`src/logic/ddso_pkg.sv`:
```
package ddso_pkg;

	// ------------------------------------------------------------
	// register map (parameter addresses)
	// ------------------------------------------------------------
	localparam logic [15:0] DDSO_ADDR_SEL_ERR_A  = 16'h3b0c;
	localparam logic [15:0] DDSO_ADDR_SEL_ERR_B  = 16'h3b0e;
	localparam logic [15:0] DDSO_ADDR_SEL_WARN_A = 16'h3b10;
	localparam logic [15:0] DDSO_ADDR_SEL_WARN_B = 16'h3b12;
	localparam logic [15:0] DDSO_CODE_RESET      = 16'h0000;
	localparam logic [15:0] DDSO_CODE_NONE       = 16'h0000;

	// ------------------------------------------------------------
	// operating states and error classes
	// ------------------------------------------------------------
	localparam logic [3:0] DDSO_ST_READY    = 4'h4;
	localparam logic [3:0] DDSO_ST_ON       = 4'h5;
	localparam logic [3:0] DDSO_ST_ENABLED  = 4'h6;
	localparam logic [2:0] DDSO_CLASS_WARN  = 3'h0;
	localparam logic [2:0] DDSO_CLASS_MAX   = 3'h4;

	// ------------------------------------------------------------
	// output function selection
	// ------------------------------------------------------------
	typedef enum logic [2:0] {
		DDSO_FN_NO_FAULT = 3'h0,
		DDSO_FN_ACTIVE   = 3'h1,
		DDSO_FN_SEL_WARN = 3'h2,
		DDSO_FN_SEL_ERR  = 3'h3,
		DDSO_FN_DC_BUS   = 3'h4,
		DDSO_FN_OFF      = 3'h5
	} ddso_fn_t;

	localparam ddso_fn_t DDSO_FN_ZERO_RESET = DDSO_FN_NO_FAULT;
	localparam ddso_fn_t DDSO_FN_ONE_RESET  = DDSO_FN_ACTIVE;

	// ------------------------------------------------------------
	// memory card transfer machine
	// ------------------------------------------------------------
	typedef enum logic [3:0] {
		DDSO_CARD_IDLE    = 4'b0001,
		DDSO_CARD_TO_DEV  = 4'b0010,
		DDSO_CARD_TO_CARD = 4'b0100,
		DDSO_CARD_DONE    = 4'b1000
	} ddso_card_t;

endpackage

```
`src/logic/ddso_card_ctrl.sv`:
```
`timescale 1ns/10ps
`default_nettype none

module ddso_card_ctrl
	import ddso_pkg::*;
(
	// clock and reset
	input  wire logic i_sys_clk,
	input  wire logic i_rst,
	// card status
	input  wire logic i_card_present,
	input  wire logic i_card_empty,
	input  wire logic i_card_differs,
	input  wire logic i_xfer_done,
	// transfer commands
	output logic      o_copy_to_dev,
	output logic      o_copy_to_card
);

	ddso_card_t state_q;

	// ------------------------------------------------------------
	// one transfer per card insertion
	// ------------------------------------------------------------
	always_ff @(posedge i_sys_clk or posedge i_rst) begin
		if (i_rst) begin
			state_q <= DDSO_CARD_IDLE;
		end else begin
			case (state_q)
				DDSO_CARD_IDLE: begin
					if (i_card_present && i_card_empty) begin
						state_q <= DDSO_CARD_TO_CARD;
					end else if (i_card_present && i_card_differs) begin
						state_q <= DDSO_CARD_TO_DEV;
					end else if (i_card_present) begin
						state_q <= DDSO_CARD_DONE;
					end
				end
				DDSO_CARD_TO_DEV, DDSO_CARD_TO_CARD: begin
					if (!i_card_present || i_xfer_done) begin
						state_q <= DDSO_CARD_DONE;
					end
				end
				DDSO_CARD_DONE: begin
					// wait for removal, avoids copy loops
					if (!i_card_present) begin
						state_q <= DDSO_CARD_IDLE;
					end
				end
				default: begin
					state_q <= DDSO_CARD_IDLE;
				end
			endcase
		end
	end

	always_ff @(posedge i_sys_clk or posedge i_rst) begin
		if (i_rst) begin
			o_copy_to_dev  <= 1'b0;
			o_copy_to_card <= 1'b0;
		end else begin
			o_copy_to_dev  <= (state_q == DDSO_CARD_TO_DEV) &&
				i_card_present && !i_xfer_done;
			o_copy_to_card <= (state_q == DDSO_CARD_TO_CARD) &&
				i_card_present && !i_xfer_done;
		end
	end

endmodule

`default_nettype wire

```
`src/logic/ddso_code_match.sv`:
```
`timescale 1ns/10ps
`default_nettype none

module ddso_code_match
	import ddso_pkg::*;
(
	// selected codes
	input  wire logic [15:0] i_code_a,
	input  wire logic [15:0] i_code_b,
	// detected error
	input  wire logic        i_err_valid,
	input  wire logic [15:0] i_err_code,
	input  wire logic        i_class_ok,
	// result
	output logic             o_hit
);

	function automatic logic code_hit(input logic [15:0] sel,
		input logic [15:0] code);
		// zero means unused slot
		code_hit = (sel != DDSO_CODE_NONE) && (sel == code);
	endfunction

	// live compare, so a new code acts at once
	assign o_hit = i_err_valid && i_class_ok &&
		(code_hit(i_code_a, i_err_code) ||
		code_hit(i_code_b, i_err_code));

endmodule

`default_nettype wire

```
`src/logic/ddso_top.sv`:
```
// How it works
// no-fault is 1 only in operating states 4, 5 and 6.
// active is 1 only in state 6 and is the reset function of output one.
// output zero carries the no-fault function after reset.
// two selected-warning codes match errors of class 0.
// two selected-error codes match errors of classes 1 to 4.
// a matching detected error sets the outputs assigned to that function.
// software must assign a selected function to an output to see it.
// each selected code is 16 bits with reset value 0.
// a written code is used for matching at once.
// the dc bus indicator lights while voltage is present.
// a differing card is copied into the device unless it is also empty, which R12 then covers.
// an empty card receives the device configuration.
// no match, or both codes 0, keeps the selected output low.
`timescale 1ns/10ps
`default_nettype none

module ddso_top
	import ddso_pkg::*;
(
	// clock and reset
	input  wire logic        i_sys_clk,
	input  wire logic        i_rst,
	// parameter access
	input  wire logic        i_par_wr,
	input  wire logic [15:0] i_par_addr,
	input  wire logic [15:0] i_par_wdata,
	output logic      [15:0] o_par_rdata,
	output logic             o_par_hit,
	// output function assignment
	input  wire logic        i_fn_wr,
	input  wire logic        i_fn_sel,
	input  wire logic [2:0]  i_fn_value,
	// drive state
	input  wire logic [3:0]  i_op_state,
	input  wire logic        i_err_valid,
	input  wire logic [15:0] i_err_code,
	input  wire logic [2:0]  i_err_class,
	input  wire logic        i_dc_bus_ok,
	// memory card
	input  wire logic        i_card_present,
	input  wire logic        i_card_empty,
	input  wire logic        i_card_differs,
	input  wire logic        i_xfer_done,
	output logic             o_copy_to_dev,
	output logic             o_copy_to_card,
	// signal outputs
	output logic             o_digital_output_zero,
	output logic             o_digital_output_one,
	output logic             o_dc_bus_led
);

	logic [15:0] sel_warn_a_q;
	logic [15:0] sel_warn_b_q;
	logic [15:0] sel_err_a_q;
	logic [15:0] sel_err_b_q;
	ddso_fn_t    fn_zero_q;
	ddso_fn_t    fn_one_q;
	logic        warn_hit;
	logic        err_hit;
	logic        class_warn;
	logic        class_err;

	// ------------------------------------------------------------
	// selected code registers
	// ------------------------------------------------------------
	always_ff @(posedge i_sys_clk or posedge i_rst) begin
		if (i_rst) begin
			sel_err_a_q  <= DDSO_CODE_RESET;
			sel_err_b_q  <= DDSO_CODE_RESET;
			sel_warn_a_q <= DDSO_CODE_RESET;
			sel_warn_b_q <= DDSO_CODE_RESET;
		end else if (i_par_wr) begin
			case (i_par_addr)
				DDSO_ADDR_SEL_ERR_A:  sel_err_a_q  <= i_par_wdata;
				DDSO_ADDR_SEL_ERR_B:  sel_err_b_q  <= i_par_wdata;
				DDSO_ADDR_SEL_WARN_A: sel_warn_a_q <= i_par_wdata;
				DDSO_ADDR_SEL_WARN_B: sel_warn_b_q <= i_par_wdata;
				default: begin
				end
			endcase
		end
	end

	// combinational read; unmapped reads zero with no hit
	always_comb begin
		o_par_rdata = DDSO_CODE_NONE;
		o_par_hit   = 1'b1;
		case (i_par_addr)
			DDSO_ADDR_SEL_ERR_A:  o_par_rdata = sel_err_a_q;
			DDSO_ADDR_SEL_ERR_B:  o_par_rdata = sel_err_b_q;
			DDSO_ADDR_SEL_WARN_A: o_par_rdata = sel_warn_a_q;
			DDSO_ADDR_SEL_WARN_B: o_par_rdata = sel_warn_b_q;
			default:              o_par_hit   = 1'b0;
		endcase
	end

	// ------------------------------------------------------------
	// output function assignment
	// ------------------------------------------------------------
	always_ff @(posedge i_sys_clk or posedge i_rst) begin
		if (i_rst) begin
			fn_zero_q <= DDSO_FN_ZERO_RESET;
			fn_one_q  <= DDSO_FN_ONE_RESET;
		end else if (i_fn_wr && (i_fn_value <= DDSO_FN_OFF)) begin

			if (i_fn_sel) begin
				fn_one_q <= ddso_fn_t'(i_fn_value);
			end else begin
				fn_zero_q <= ddso_fn_t'(i_fn_value);
			end
		end
	end

	// ------------------------------------------------------------
	// error code matching
	// ------------------------------------------------------------
	assign class_warn = (i_err_class == DDSO_CLASS_WARN);
	assign class_err  = (i_err_class != DDSO_CLASS_WARN) &&
		(i_err_class <= DDSO_CLASS_MAX);

	ddso_code_match u_warn_match (
		.i_code_a    (sel_warn_a_q),
		.i_code_b    (sel_warn_b_q),
		.i_err_valid (i_err_valid),
		.i_err_code  (i_err_code),
		.i_class_ok  (class_warn),
		.o_hit       (warn_hit)
	);

	ddso_code_match u_err_match (
		.i_code_a    (sel_err_a_q),
		.i_code_b    (sel_err_b_q),
		.i_err_valid (i_err_valid),
		.i_err_code  (i_err_code),
		.i_class_ok  (class_err),
		.o_hit       (err_hit)
	);

	// ------------------------------------------------------------
	// signal outputs
	// ------------------------------------------------------------
	function automatic logic fn_level(input ddso_fn_t fn,
		input logic [3:0] st, input logic w, input logic e,
		input logic dc);
		case (fn)
			DDSO_FN_NO_FAULT: fn_level = (st == DDSO_ST_READY) ||
				(st == DDSO_ST_ON) || (st == DDSO_ST_ENABLED);
			DDSO_FN_ACTIVE:   fn_level = (st == DDSO_ST_ENABLED);
			DDSO_FN_SEL_WARN: fn_level = w;
			DDSO_FN_SEL_ERR:  fn_level = e;
			DDSO_FN_DC_BUS:   fn_level = dc;
			default:          fn_level = 1'b0;
		endcase
	endfunction

	// registered so pins never glitch on decode
	always_ff @(posedge i_sys_clk or posedge i_rst) begin
		if (i_rst) begin
			o_digital_output_zero <= 1'b0;
			o_digital_output_one  <= 1'b0;
		end else begin
			o_digital_output_zero <= fn_level(fn_zero_q, i_op_state,
				warn_hit, err_hit, i_dc_bus_ok);
			o_digital_output_one  <= fn_level(fn_one_q, i_op_state,
				warn_hit, err_hit, i_dc_bus_ok);
		end
	end

	// dark led does not prove the bus is discharged
	always_ff @(posedge i_sys_clk or posedge i_rst) begin
		if (i_rst) begin
			o_dc_bus_led <= 1'b0;
		end else begin
			o_dc_bus_led <= i_dc_bus_ok;
		end
	end

	// ------------------------------------------------------------
	// memory card transfers
	// ------------------------------------------------------------
	ddso_card_ctrl u_card (
		.i_sys_clk      (i_sys_clk),
		.i_rst          (i_rst),
		.i_card_present (i_card_present),
		.i_card_empty   (i_card_empty),
		.i_card_differs (i_card_differs),
		.i_xfer_done    (i_xfer_done),
		.o_copy_to_dev  (o_copy_to_dev),
		.o_copy_to_card (o_copy_to_card)
	);

endmodule

`default_nettype wire

```
`config.mk`:
```
export PLATFORM = sky130hd
export DESIGN_NAME = ddso_top
export DESIGN_NICKNAME = d
export VERILOG_FILES = /design/src/logic/ddso_pkg.sv /design/src/logic/ddso_card_ctrl.sv /design/src/logic/ddso_code_match.sv /design/src/logic/ddso_top.sv
export SDC_FILE = /design/constraint.sdc
export NUM_CORES = 1
export LEC_CHECK = 0
export BUFFER_PORTS_ARGS = -buffer_cell sky130_fd_sc_hd__buf_2
export CAP_MARGIN = 25
export CELL_PAD_IN_SITES_DETAIL_PLACEMENT = 2
export CELL_PAD_IN_SITES_GLOBAL_PLACEMENT = 2
export CORE_ASPECT_RATIO = 1.5
export CORE_MARGIN = 5
export CORE_UTILIZATION = 36
export CTS_CLUSTER_DIAMETER = 200
export DETAILED_ROUTE_END_ITERATION = 10
export HOLD_SLACK_MARGIN = 0.02
export PLACE_DENSITY_LB_ADDON = 0.25
export SYNTH_ARGS = -nofsm -noshare
export SYNTH_HDL_FRONTEND = slang
export SYNTH_SLANG_ARGS = --single-unit
```
`constraint.sdc`:
```
create_clock -name i_sys_clk -period 3.6 [get_ports i_sys_clk]
set_input_delay 0.72 -clock i_sys_clk [delete_from_list [all_inputs] [get_ports i_sys_clk]]
set_output_delay 0.72 -clock i_sys_clk [all_outputs]
set_load 0.05 [all_outputs]
```
After elaboration in Yosys (flattened, before gate mapping)

Cells that the tools add are included.

Bits in registers: 79
Bits in latches: 0
Bits in writable memories: 0
ROM bits: 0
Bits of input ports: 69
Logic and storage cells: 91
Memories kept: 0

Add/subtract/negate cells: 0
Multipliers: 0
Divide/modulo/power cells: 0
$lt $le $gt $ge: 2
Eq/ne operators: 26
Shift operators: 0
Muxes and demuxes: 10
Bitwise logic cells: 1
Reductions and logical operators: 40

Operators with widths:

| kind                                                  | number |
|---|---|
| equality test 16 x 14 -> 1 bit, second input constant | 4 |
| equality test 16 bit                                  | 4 |
| case mux 16 bit (4 select lines)                      | 1 |
| nonzero test 16 bit                                   | 4 |
| two-way mux 4 bit                                     | 5 |
| equality test 4 x 3 -> 1 bit, second input constant   | 4 |
| logical AND 1 bit                                     | 16 |
| equality test 3 x 2 -> 1 bit, second input constant   | 4 |
| case mux 4 bit (3 select lines)                       | 1 |
| AND reduction 2 bit                                   | 6 |
| case mux 1 bit (5 select lines)                       | 2 |
| logical NOT 3 bit                                     | 3 |
| equality test 3 x 1 -> 1 bit, second input constant   | 2 |
| equality test 3 bit, second input constant            | 2 |
| <= comparator 3 bit, second input constant            | 2 |
| logical OR 1 bit                                      | 5 |
| equality test 4 x 1 -> 1 bit, second input constant   | 1 |
| equality test 4 x 2 -> 1 bit, second input constant   | 1 |
| equality test 4 bit, second input constant            | 1 |
| != test 4 x 2 -> 1 bit, second input constant         | 1 |
| OR reduction 4 bit                                    | 1 |
| AND reduction 3 bit                                   | 1 |
| nonzero test 3 bit                                    | 1 |
| logical NOT 1 bit                                     | 2 |
| 5 further kinds                                       | 5 |

Depth between registers and ports, before layout

Gate-level depths: netlist (run 1).

Depth in word-level cells: 5
Depth in mapped cells: 7
Mapped depth without buffers: 6

Hierarchy

From an unflattened synthesis (run 1), not the netlist that was laid out.

Cells, all modules: 411
Area total of the unflattened synthesis: 4747.1 µm²

By module, submodules not included:

| module          | times used | cells each | area an instance (µm²) |
|---|---|---|---|
| ddso_top        | 1          | 271        | 3555.9 |
| ddso_code_match | 2          | 56         | 441.7 |
| ddso_card_ctrl  | 1          | 28         | 307.8 |

Worst setup path before layout (run 1)

Ideal clock, no wire load.

Path type: input to output
Start point: input i_par_addr[15]
End point: output o_par_hit
Data arrival time: 3.721 ns
Required time: 2.880 ns
Slack: -0.841 ns
Stages: 2
Path buffers: 0
Cell sequence: or4_4 > a2111oi_0

Cells in the longest elaborated chain, start to end: 3

Ends and longest elaborated chain:

| what                           | RTL line       | source |
|---|---|---|
| start: declaration             | ddso_top.sv:26 | `input wire logic [15:0] i_par_addr,` |
| equality test 16 x 14 -> 1 bit | ddso_top.sv:89 | `case (i_par_addr)` |
| OR reduction 4 bit (no line) * | n/a            |  |
| two-way mux 1 bit *            | ddso_top.sv:89 |  |
| end: declaration               | ddso_top.sv:29 | `output logic o_par_hit,` |

Every way passes the cells marked *; elsewhere a longest branch is shown, timed or not.

Final worst setup path (run 1)

Start point: input i_par_addr[15]
End point: output o_par_rdata[5]

Cells in the longest elaborated chain, start to end: 2

Ends and longest elaborated chain:

| what                               | RTL line       | source |
|---|---|---|
| equality test 16 x 14 -> 1 bit     | ddso_top.sv:89 |  |
| case mux 16 bit (4 select lines) * | ddso_top.sv:89 |  |
| end: declaration                   | ddso_top.sv:28 | `output logic [15:0] o_par_rdata,` |

Marked as above.

==> results of run 1 <==
[where the power goes]
| part | leakage (nW) | switching, mW | internal [mW] |
|---|---|---|---|
| Clock | 0.142 | 0.375 | 0.538 |
| Combinational | 1.34 | 0.159 | 0.108 |
| Sequential | 1.08 | 0.0305 | 0.923 |
[cells in the mapped netlist (4+ instances only)]
cell type,n
nand4_1,12
xnor2_1,60
nand3_1,6
nor4_1,22
dfrtp_1,77
o21ai_0,7
and4_1,4
a21oi_1,7
nor2_1,16
mux2_4,10
a22oi_1,32
clkbuf_1,21
nand2_1,24
a221oi_1,4
xor2_1,5
mux2_2,53
nor3_1,6
nand2b_1,5
inv_1,8
[critical path, cell delays in order]
cell	delay (ps)
buf_2	100
or4_4	550
or4_4	580
nor2_8	320
a22oi_1	150
nand2_1	130
buf_2	270
[worst paths after layout]
check | start | to | slack [ps] | cells past startpoint
setup / recovery | i_par_addr[15] | o_par_rdata[5] | 60 | 7
hold / removal | i_rst | u_card.o_copy_to_card$_DFF_PP0_ | 500 | 3
setup reg to reg | sel_warn_b_q[7]$_DFFE_PP0P_ | o_digital_output_zero$_DFF_PP0_ | 1540 | 5
hold reg to reg | fn_one_q[1]$_DFFE_PP0P_ | fn_one_q[1]$_DFFE_PP0P_ | 510 | 2
max in group asynchronous | i_rst | sel_err_a_q[14]$_DFFE_PP0P_ | 2700 | 3
min in group i_sys_clk | fn_one_q[1]$_DFFE_PP0P_ | fn_one_q[1]$_DFFE_PP0P_ | 510 | 2
[routing by layer]
layer,vias to the layer above,track usage [%],wire length [um]
met5,-,0,0
met4,0,9.05,535
met3,37,4.53,665
met2,107,40.5,8790
met1,1881,23.9,5670
li1,1670,-,-
[flip-flops by register name, summed over array words and instances (netlist names)]
name,cells
sel_err_b_q,16
sel_warn_a_q,16
u_card.o_copy_to_dev,1
sel_err_a_q,16
o_dc_bus_led,1
o_digital_output_zero,1
u_card.state_q,4
fn_one_q,3
u_card.o_copy_to_card,1
sel_warn_b_q,16
fn_zero_q,3
o_digital_output_one,1
[through the flow]
step                      setup slack [ps]  hold slack, ps  total power, mW  area [um2]
after global placement                82.5             485             1.23        5150
after global routing                  22.4             512             2.25        5450
after CTS                             55.4             518             2.16        5450
after floorplan                        140             466             1.13        4550
after detailed placement              58.3             513             1.24        5150
final                                 60.7             503             2.13        5450
[area by class of cell]
class	count	area (um2)
clock buffers	9	225
flip-flops and latches	79	1980
inverters	8	30.0
clock inverters	7	72.6
repair buffers	96	520
fillers	1331	7000
multi-input cells	301	2420
well taps	156	195
[cells by family after synthesis]
family                   after synthesis
buffers and inverters                 32
AO/OA/AOI/OAI                         57
flip-flops                            79
AND/OR/NAND/NOR                      114
XOR/XNOR                              65
multiplexers                          64
adder cells (fa/ha/maj)                1
[layout by cell type, fill, tap and decap left out, drive strengths merged, types with 7 or more instances in the layout]
cell / instances
inv: 9
o21ai: 7
nand2: 25
nor4: 22
a22oi: 32
buf: 96
nand4: 12
xnor2: 60
clkbuf: 9
a21oi: 7
nor2: 18
mux2: 64
dfrtp: 77
==> qor.yml, run 1 <==
initial_utilization_pct: 36.5
die_y_um: 148
grt_pass1_wl_mm: 24.9
crit_required_ps: 2880
cts_made_buffers: 9
final_cells: 656
gp_congestion: 0.904
drc: 0
io_buffers: 90
die_x_um: 102
core_um2: 12400
crit_path_max_fanout: 17
synth.area.top_cells: "dfrtp_1, mux2_2, xnor2_1"
antenna_cells: 0
syn_area_per_cell_um2: 11.0
min_period_over_period_pct: 98.3
wl_mm: 15.7
drive_gt1_share_pct: 37.4
rsz0062_at_grt: "no"
tns_ps: 0
first_pass_iters: 4
grt_overflow: 0
path_clk_slew_ps: 60
hold_buffers: 0
final_util_pct: 43.7
holdCritPathClass: "input port to asynchronous set/reset pin"
synth_edf_count: 0
ys_async_sr_fraction_pct: 100
synthMuxAreaShare_pct: 16.7
syn-num-nets: 482
setup_violations: 0
synthCells: 412
synth-xor-area-share_pct: 12.5
rows: 50
status: "finished, final reports clean"
cts_setup_buffers: 0
synthSimpleGateAreaFrac_pct: 14.7
finalCriticalPeriod_ps: 3540
clock-skew-final_ps: 5.19
synth_top_family_by_area: "multiplexers"
syn_to_final_growth_pct: 19.8
ant_nets: 0
yosys.area.top_type_share_pct: 42.4
critPathArrivalTime_ps: 2820
grt_usage_pct: 22.0
max_cap_viol_count: 0
synth_compound_area_share_pct: 8.94
num_vias: 3695
worstSetupStartpointType: "input port"
final_max_slew_viol_count: 0
fmax_mhz: 283
vdd_ir_drop_max_uv: 216
crit_path_end_kind: "output port"
yosysSeqAreaShare_pct: 43.5
wl_per_cell_um: 23.9
max_slew_margin_pct: 63.7
synth_seq_cells: 79
yosys.area.top_type: "dfrtp_1"
placed_cells: 640
yosys_most_used_dff: "dfrtp_1"
synthAdderAreaFrac_pct: 0.275
dp_hpwl_mm: 12.2
synth.distinct_cells: 43
io_pins: 91
die_area_um2: 15000
cts_tree: "yes"
root_buffer: "clkbuf_16"
hold_violations: 0
cts.repair.resized: 0
cts.path.max_buffers: 2
first_iter_violations: 109
htreeDepth: 3
fin_nets: 565
grt_max_degree: 42
ys_warn_count: 0
viasPerCell: 5.63
powerDensity_nw_per_um2: 392
insertion_delay_ps: 340
netlist_area_um2: 4550
leakage_nw: 2.57
crit_type: "input port to output port"
grt_pass1_vias: 4395
worstMarginPinSlew_ps: 545
cts_sinks: 79
antenna_found_initial: 0
Power figures use the tool's default switching activity.
==> inputs of run 2 (changes only) <==
--- a/config.mk
+++ b/config.mk
@@ -5,15 +5,15 @@
 export SDC_FILE = /design/constraint.sdc
 export NUM_CORES = 1
 export LEC_CHECK = 0
-export BUFFER_PORTS_ARGS = -buffer_cell sky130_fd_sc_hd__buf_2
 export CAP_MARGIN = 25
 export CELL_PAD_IN_SITES_DETAIL_PLACEMENT = 2
 export CELL_PAD_IN_SITES_GLOBAL_PLACEMENT = 2
 export CORE_ASPECT_RATIO = 1.5
 export CORE_MARGIN = 5
-export CORE_UTILIZATION = 36
+export CORE_UTILIZATION = 41
 export CTS_CLUSTER_DIAMETER = 200
 export DETAILED_ROUTE_END_ITERATION = 10
+export DONT_BUFFER_PORTS = 1
 export HOLD_SLACK_MARGIN = 0.02
 export PLACE_DENSITY_LB_ADDON = 0.25
 export SYNTH_ARGS = -nofsm -noshare
==> qor.yml, run 2 (synthesis gave the netlist of run 1 again) <==
wl_mm: 15.3  # -2.2%
crit_type: "input port to output port"
antenna_found_initial: 0  # unchanged
syn_to_final_growth_pct: 16.8
core_um2: 10900  # -12%
grt_pass1_vias: 3990  # -9.2%
vdd_ir_drop_max_uv: 366  # +69%
ff2ff_setup_slack_ps: 1470  # -70 ps
cts_made_buffers: 9  # unchanged
rsz0062_at_grt: "no"
p_total_mw: 2.08  # -2.7%
met3_usage_pct: 7.71  # +3.2 points
final_max_slew_viol_count: 0  # unchanged
die_y_um: 139  # -5.9%
holdCritPathClass: "input port to asynchronous set/reset pin"
layout_common_cells: "dfrtp_1, xnor2_1, mux2_2, a22oi_1, nand2_1"
fin_ws_ps: 209  # +148 ps
hold_violations: 0  # unchanged
initial_utilization_pct: 41.6  # +5.0 points
min_period_over_period_pct: 94.2  # -4.1 points
gr-usage-met1_pct: 24.9  # +0.99 points
grt_max_degree: 54  # +29%
cts.repair.resized: 0  # unchanged
crit_path_end_kind: "output port"
dp_hpwl_mm: 11.6  # -4.7%
cts_tree: "yes"
cts_setup_buffers: 0  # unchanged
first_iter_violations: 134  # +23%
grt_pass1_wl_mm: 23.2  # -6.9%
leakage_nw: 2.32  # -9.6%
r2r-end: "o_digital_output_one$_DFF_PP0_"
fin_nets: 492  # -13%
root_buffer: "clkbuf_16"
rr_worst_depth: 5  # unchanged
first_pass_iters: 4  # unchanged
status: "finished, final reports clean"
sw_frac_of_total_pct: 24.1  # -2.4 points
io_pins: 91  # unchanged
wl_per_cell_um: 26.7  # +12%
cts.path.max_buffers: 2  # unchanged
fillers: 1098  # -18%
multiInputGateArea_um2: 2420  # unchanged
worstReg2RegStart: "sel_warn_b_q[14]$_DFFE_PP0P_"
final_common_cell: "dfrtp_1"
die_x_um: 96.0  # -5.7%
crit_path_max_fanout: 17  # unchanged
powerDensity_nw_per_um2: 391  # -0.17%
insertion_delay_ps: 340  # about the same
fmax_mhz: 295  # +4.4%
grt_use_met2_pct: 41.8  # +1.3 points
internal-power_mw: 1.58  # +0.45%
hold_buffers: 0  # unchanged
top_usage_layer: "met2"
htreeDepth: 3  # unchanged
seq_area_um2: 1980  # unchanged
clkPwrFrac_pct: 44.4  # +1.6 points
io_buffers: 0  # -100%
max_slew_margin_pct: 61.7  # -2.0 points
worstMarginPinSlew_ps: 569  # +24.5 ps
viasPerCell: 6.17  # +9.5%
critPathArrivalTime_ps: 2670  # -150 ps
ant_nets: 0  # unchanged
setup_violations: 0  # unchanged
drc: 0  # unchanged
clock-skew-final_ps: 5.03  # -0.167 ps
grt_usage_pct: 23.7  # +1.7 points
die_area_um2: 13300  # -11%
antenna_cells: 0  # unchanged
grt_overflow: 0  # unchanged
drive_gt1_share_pct: 26.3  # -11 points
worstSetupStartpointType: "input port"
switching_power_mw: 0.501  # -11%
tns_ps: 0  # unchanged
gp_congestion: 0.860  # -4.9%
finalCriticalPeriod_ps: 3390  # -148 ps
p_comb_share_pct: 8.8  # -3.7 points
rows: 47  # -6.0%
crit_start: "i_par_addr[15]"
worstSetupEndpoint: "o_par_rdata[8]"
num_vias: 3534  # -4.4%
path_clk_slew_ps: 60  # about the same
pwr-share-seq_pct: 46.8  # +2.1 points
cts_sinks: 79  # unchanged
crit_required_ps: 2880  # about the same
max_cap_viol_count: 0  # unchanged
dpl_worst_slack_ps: 260  # +202 ps
[run 2: through the flow]
| step | cells | cell area, um2 | utilization [%] | hold slack [ps] |
|---|---|---|---|---|
| 3_3_place_gp | 557 | 4980 | 45.6 | 484 |
| 5_1_grt | 573 | 5310 | 48.5 | 112 |
| 6_report | 573 | 5310 | 48.5 | 123 |
| 4_1_cts | 572 | 5280 | 48.3 | 396 |
| 2_1_floorplan | 412 | 4550 | - | 466 |
| 3_5_place_dp | 557 | 4980 | 45.6 | 498 |
[run 2: critical path, cell delays in order]
cell and delay [ps]:
or4_4 550, or4_4 570, nor2_8 320, a22oi_1 150, nand2_1 180, buf_12 160
[run 2: final cells by class]
type	instances	area share [%]
inverters	8	0.589
multi-input cells	301	45.6
well taps	147	3.46
clock buffers	12	4.83
clock inverters	3	0.801
repair buffers	23	7.40
flip-flops and latches	79	37.3
[run 2: per-layer routing]
layer	share of wire, %	wire length (um)	vias up
li1	-	-	1526
met1	35	5330	1813
met2	53	8150	153
met3	7.7	1190	42
met4	4.2	642	0
met5	0	0	-
[run 2: power by group through the flow]
stage,combinational [mW],sequential [mW],clock (mW)
after global placement,0.172,0.987,0
after global routing,0.208,0.977,0.978
final,0.184,0.972,0.922
after floorplan,0.154,0.978,0
after CTS,0.184,0.973,0.945
after detailed placement,0.182,0.989,0
[run 2: worst min path at each step]
stage,to,slack [ps]
finish,u_card.o_copy_to_dev$_DFF_PP0_,120
detailed placement,fn_zero_q[1]$_DFFE_PP0P_,500
global placement,fn_zero_q[1]$_DFFE_PP0P_,480
floorplan,fn_one_q[1]$_DFFE_PP0P_,470
CTS,o_dc_bus_led$_DFF_PP0_,400
global route,u_card.o_copy_to_dev$_DFF_PP0_,110
==> inputs of run 3 (changes only) <==
--- a/config.mk
+++ b/config.mk
@@ -5,12 +5,13 @@
 export SDC_FILE = /design/constraint.sdc
 export NUM_CORES = 1
 export LEC_CHECK = 0
+export ABC_AREA = 1
 export CAP_MARGIN = 25
 export CELL_PAD_IN_SITES_DETAIL_PLACEMENT = 2
 export CELL_PAD_IN_SITES_GLOBAL_PLACEMENT = 2
 export CORE_ASPECT_RATIO = 1.5
 export CORE_MARGIN = 5
-export CORE_UTILIZATION = 41
+export CORE_UTILIZATION = 36
 export CTS_CLUSTER_DIAMETER = 200
 export DETAILED_ROUTE_END_ITERATION = 10
 export DONT_BUFFER_PORTS = 1
==> qor.yml, run 3 <==
status: "finished, final reports clean"
yosysSeqAreaShare_pct: 38.4  # -5.2 points
synth_top_family_by_area: "simple AND/OR/NAND/NOR gates"
place_area_um2: 5340  # +7.2%
wl_per_cell_um: 21.2  # -21%
cts_made_buffers: 9  # unchanged
ff2ff_setup_slack_ps: 2020  # +550 ps
crit_required_ps: 2880  # about the same
tns_ps: 0  # unchanged
io_buffers: 0  # unchanged
synthCells: 731  # +77%
hold_violations: 0  # unchanged
drc: 0  # unchanged
final_cells: 928  # +62%
first_iter_violations: 103  # -23%
hold_buffers: 0  # unchanged
root_buffer: "clkbuf_16"
r2r-end: "o_digital_output_one$_DFF_PP0_"
fin_nets: 801  # +63%
grt_max_degree: 51  # -5.6%
synth_compound_area_share_pct: 12.8  # +3.8 points
syn_area_per_cell_um2: 7.06  # -36%
cts.path.max_buffers: 2  # unchanged
worstSetupStartpointType: "input port"
ys_async_sr_fraction_pct: 100  # unchanged
crit_path_max_fanout: 17  # unchanged
powerDensity_nw_per_um2: 373  # -4.5%
yosys_most_used_dff: "dfrtp_1"
antenna_found_initial: 0  # unchanged
cts_sinks: 79  # unchanged
cts.repair.resized: 0  # unchanged
cts_tree: "yes"
vdd_ir_drop_max_uv: 222  # -39%
die_y_um: 157  # +13%
setup_violations: 0  # unchanged
io_pins: 91  # unchanged
synth_seq_cells: 79  # unchanged
layout_common_cells: "nand2_1, inv_1, dfrtp_1, nor2_1, o21ai_0"
min_period_over_period_pct: 89.5  # -4.7 points
path_clk_slew_ps: 60  # about the same
ys_warn_count: 0  # unchanged
viasPerCell: 5.26  # -15%
wl_mm: 19.7  # +28%
rows: 53  # +13%
rr_worst_depth: 8  # +3
core_um2: 14100  # +29%
grt_pass1_wl_mm: 31.0  # +33%
final_common_cell: "nand2_1"
critPathArrivalTime_ps: 2500  # -170 ps
grt_pass1_vias: 5729  # +44%
gp_congestion: 0.862  # +0.23%
rsz0062_at_grt: "no"
synthMuxAreaShare_pct: 0  # -17 points
grt_overflow: 0  # unchanged
num_vias: 4879  # +38%
final_area_um2: 5640  # +6.2%
synthSimpleGateAreaFrac_pct: 34.8  # +20 points
holdCritPathClass: "input port to asynchronous set/reset pin"
synthTopCellsByCount: "nand2_1, inv_1, dfrtp_1, nor2_1, o21ai_0"
dp_hpwl_mm: 14.9  # +28%
first_pass_iters: 4  # unchanged
fmax_mhz: 310  # +5.3%
synthAdderAreaFrac_pct: 0.242  # -0.033 points
syn-num-nets: 801  # +66%
initial_utilization_pct: 36.7  # -4.9 points
crit_type: "input port to output port"
synth_edf_count: 0  # unchanged
htreeDepth: 3  # unchanged
cts_setup_buffers: 0  # unchanged
die_x_um: 108  # +12%
netlist_area_um2: 5160  # +13%
synth.area.top_cells: "dfrtp_1, nand2_1, inv_1"
die_area_um2: 16900  # +26%
grt_usage_pct: 24.3  # +0.54 points
yosys.area.top_type_share_pct: 37.3  # -5.0 points
max_slew_margin_pct: 58.3  # -3.4 points
worstReg2RegStart: "sel_warn_b_q[10]$_DFFE_PP0P_"
final_max_slew_viol_count: 0  # unchanged
syn_to_final_growth_pct: 9.34
placed_cells: 912  # +64%
antenna_cells: 0  # unchanged
yosys.area.top_type: "dfrtp_1"
leakage_nw: 2.82  # +22%
worstMarginPinSlew_ps: 624  # +54.6 ps
insertion_delay_ps: 350  # about the same
yosysMostFrequentCell: "nand2_1"
finalCriticalPeriod_ps: 3220  # -171 ps
ant_nets: 0  # unchanged
final_util_pct: 40.1  # -8.4 points
max_cap_viol_count: 0  # unchanged
crit_path_end_kind: "output port"
drive_gt1_share_pct: 11.5  # -15 points
clock-skew-final_ps: 6.95  # +1.92 ps
p_total_mw: 2.11  # +1.4%
synth.distinct_cells: 32  # -26%
synth-xor-area-share_pct: 3.23  # -9.3 points
[run 3: cell types whose count changed in the layout (fill, tap and decap cells not counted), moves of 36 or more]
| cell | delta |
|---|---|
| inv_1 | +107 |
| mux2_2 | -53 |
| nand2_1 | +221 |
| nor2_1 | +50 |
| o21ai_0 | +36 |
| xnor2_1 | -60 |
[run 3: kinds of logic after synthesis]
family | count (synthesis)
buf+inv | 131
compound gates | 101
fa+ha+maj | 1
simple gates | 400
flops | 79
xor+xnor | 19
[run 3: worst max-delay path by stage]
stage,from,to,cells after the start
floorplan,i_par_addr[7],o_par_hit,5
global placement,i_par_addr[7],o_par_rdata[1],6
detailed placement,i_par_addr[7],o_par_rdata[1],6
CTS,i_par_addr[7],o_par_rdata[1],6
global route,i_par_addr[7],o_par_rdata[1],6
finish,i_par_addr[7],o_par_rdata[1],6
[run 3: routing by layer]
layer / vias to the layer above / routed length (um) / track usage [%]
met2: 109 / 11000 / 48.0
met4: 0 / 702 / 10.5
li1: 2297 / - / -
met5: - / 0 / 0
met3: 39 / 906 / 5.45
met1: 2434 / 7060 / 23.4
[run 3: report_power, final]
| group | switching, mW | total (mW) | internal, mW |
|---|---|---|---|
| clock network | 0.387 | 0.939 | 0.553 |
| logic | 0.142 | 0.204 | 0.0626 |
| registers | 0.0418 | 0.963 | 0.922 |
[run 3: critical path, cell delays in order]
cell      delay [ps]
nor2_2           120
nand3_1          140
nor2_1           200
nand3_2          450
o22ai_1          340
nand3b_1         520
[run 3: metrics by stage]
stage               hold slack [ps]  setup WS (ps)
floorplan                       453            819
global placement                471            544
detailed placement              504            384
CTS                             179            380
global route                    189            317
finish                          181            379
[run 3: area by class of cell]
class                      count  area, um2
inverter                     115        433
clock buffer                  10        239
clock inverter                 6       60.1
timing repair buffer           5       57.6
tap                          192        240
fill                        1714       8420
sequential                    79       1980
multi-input combinational    521       2630
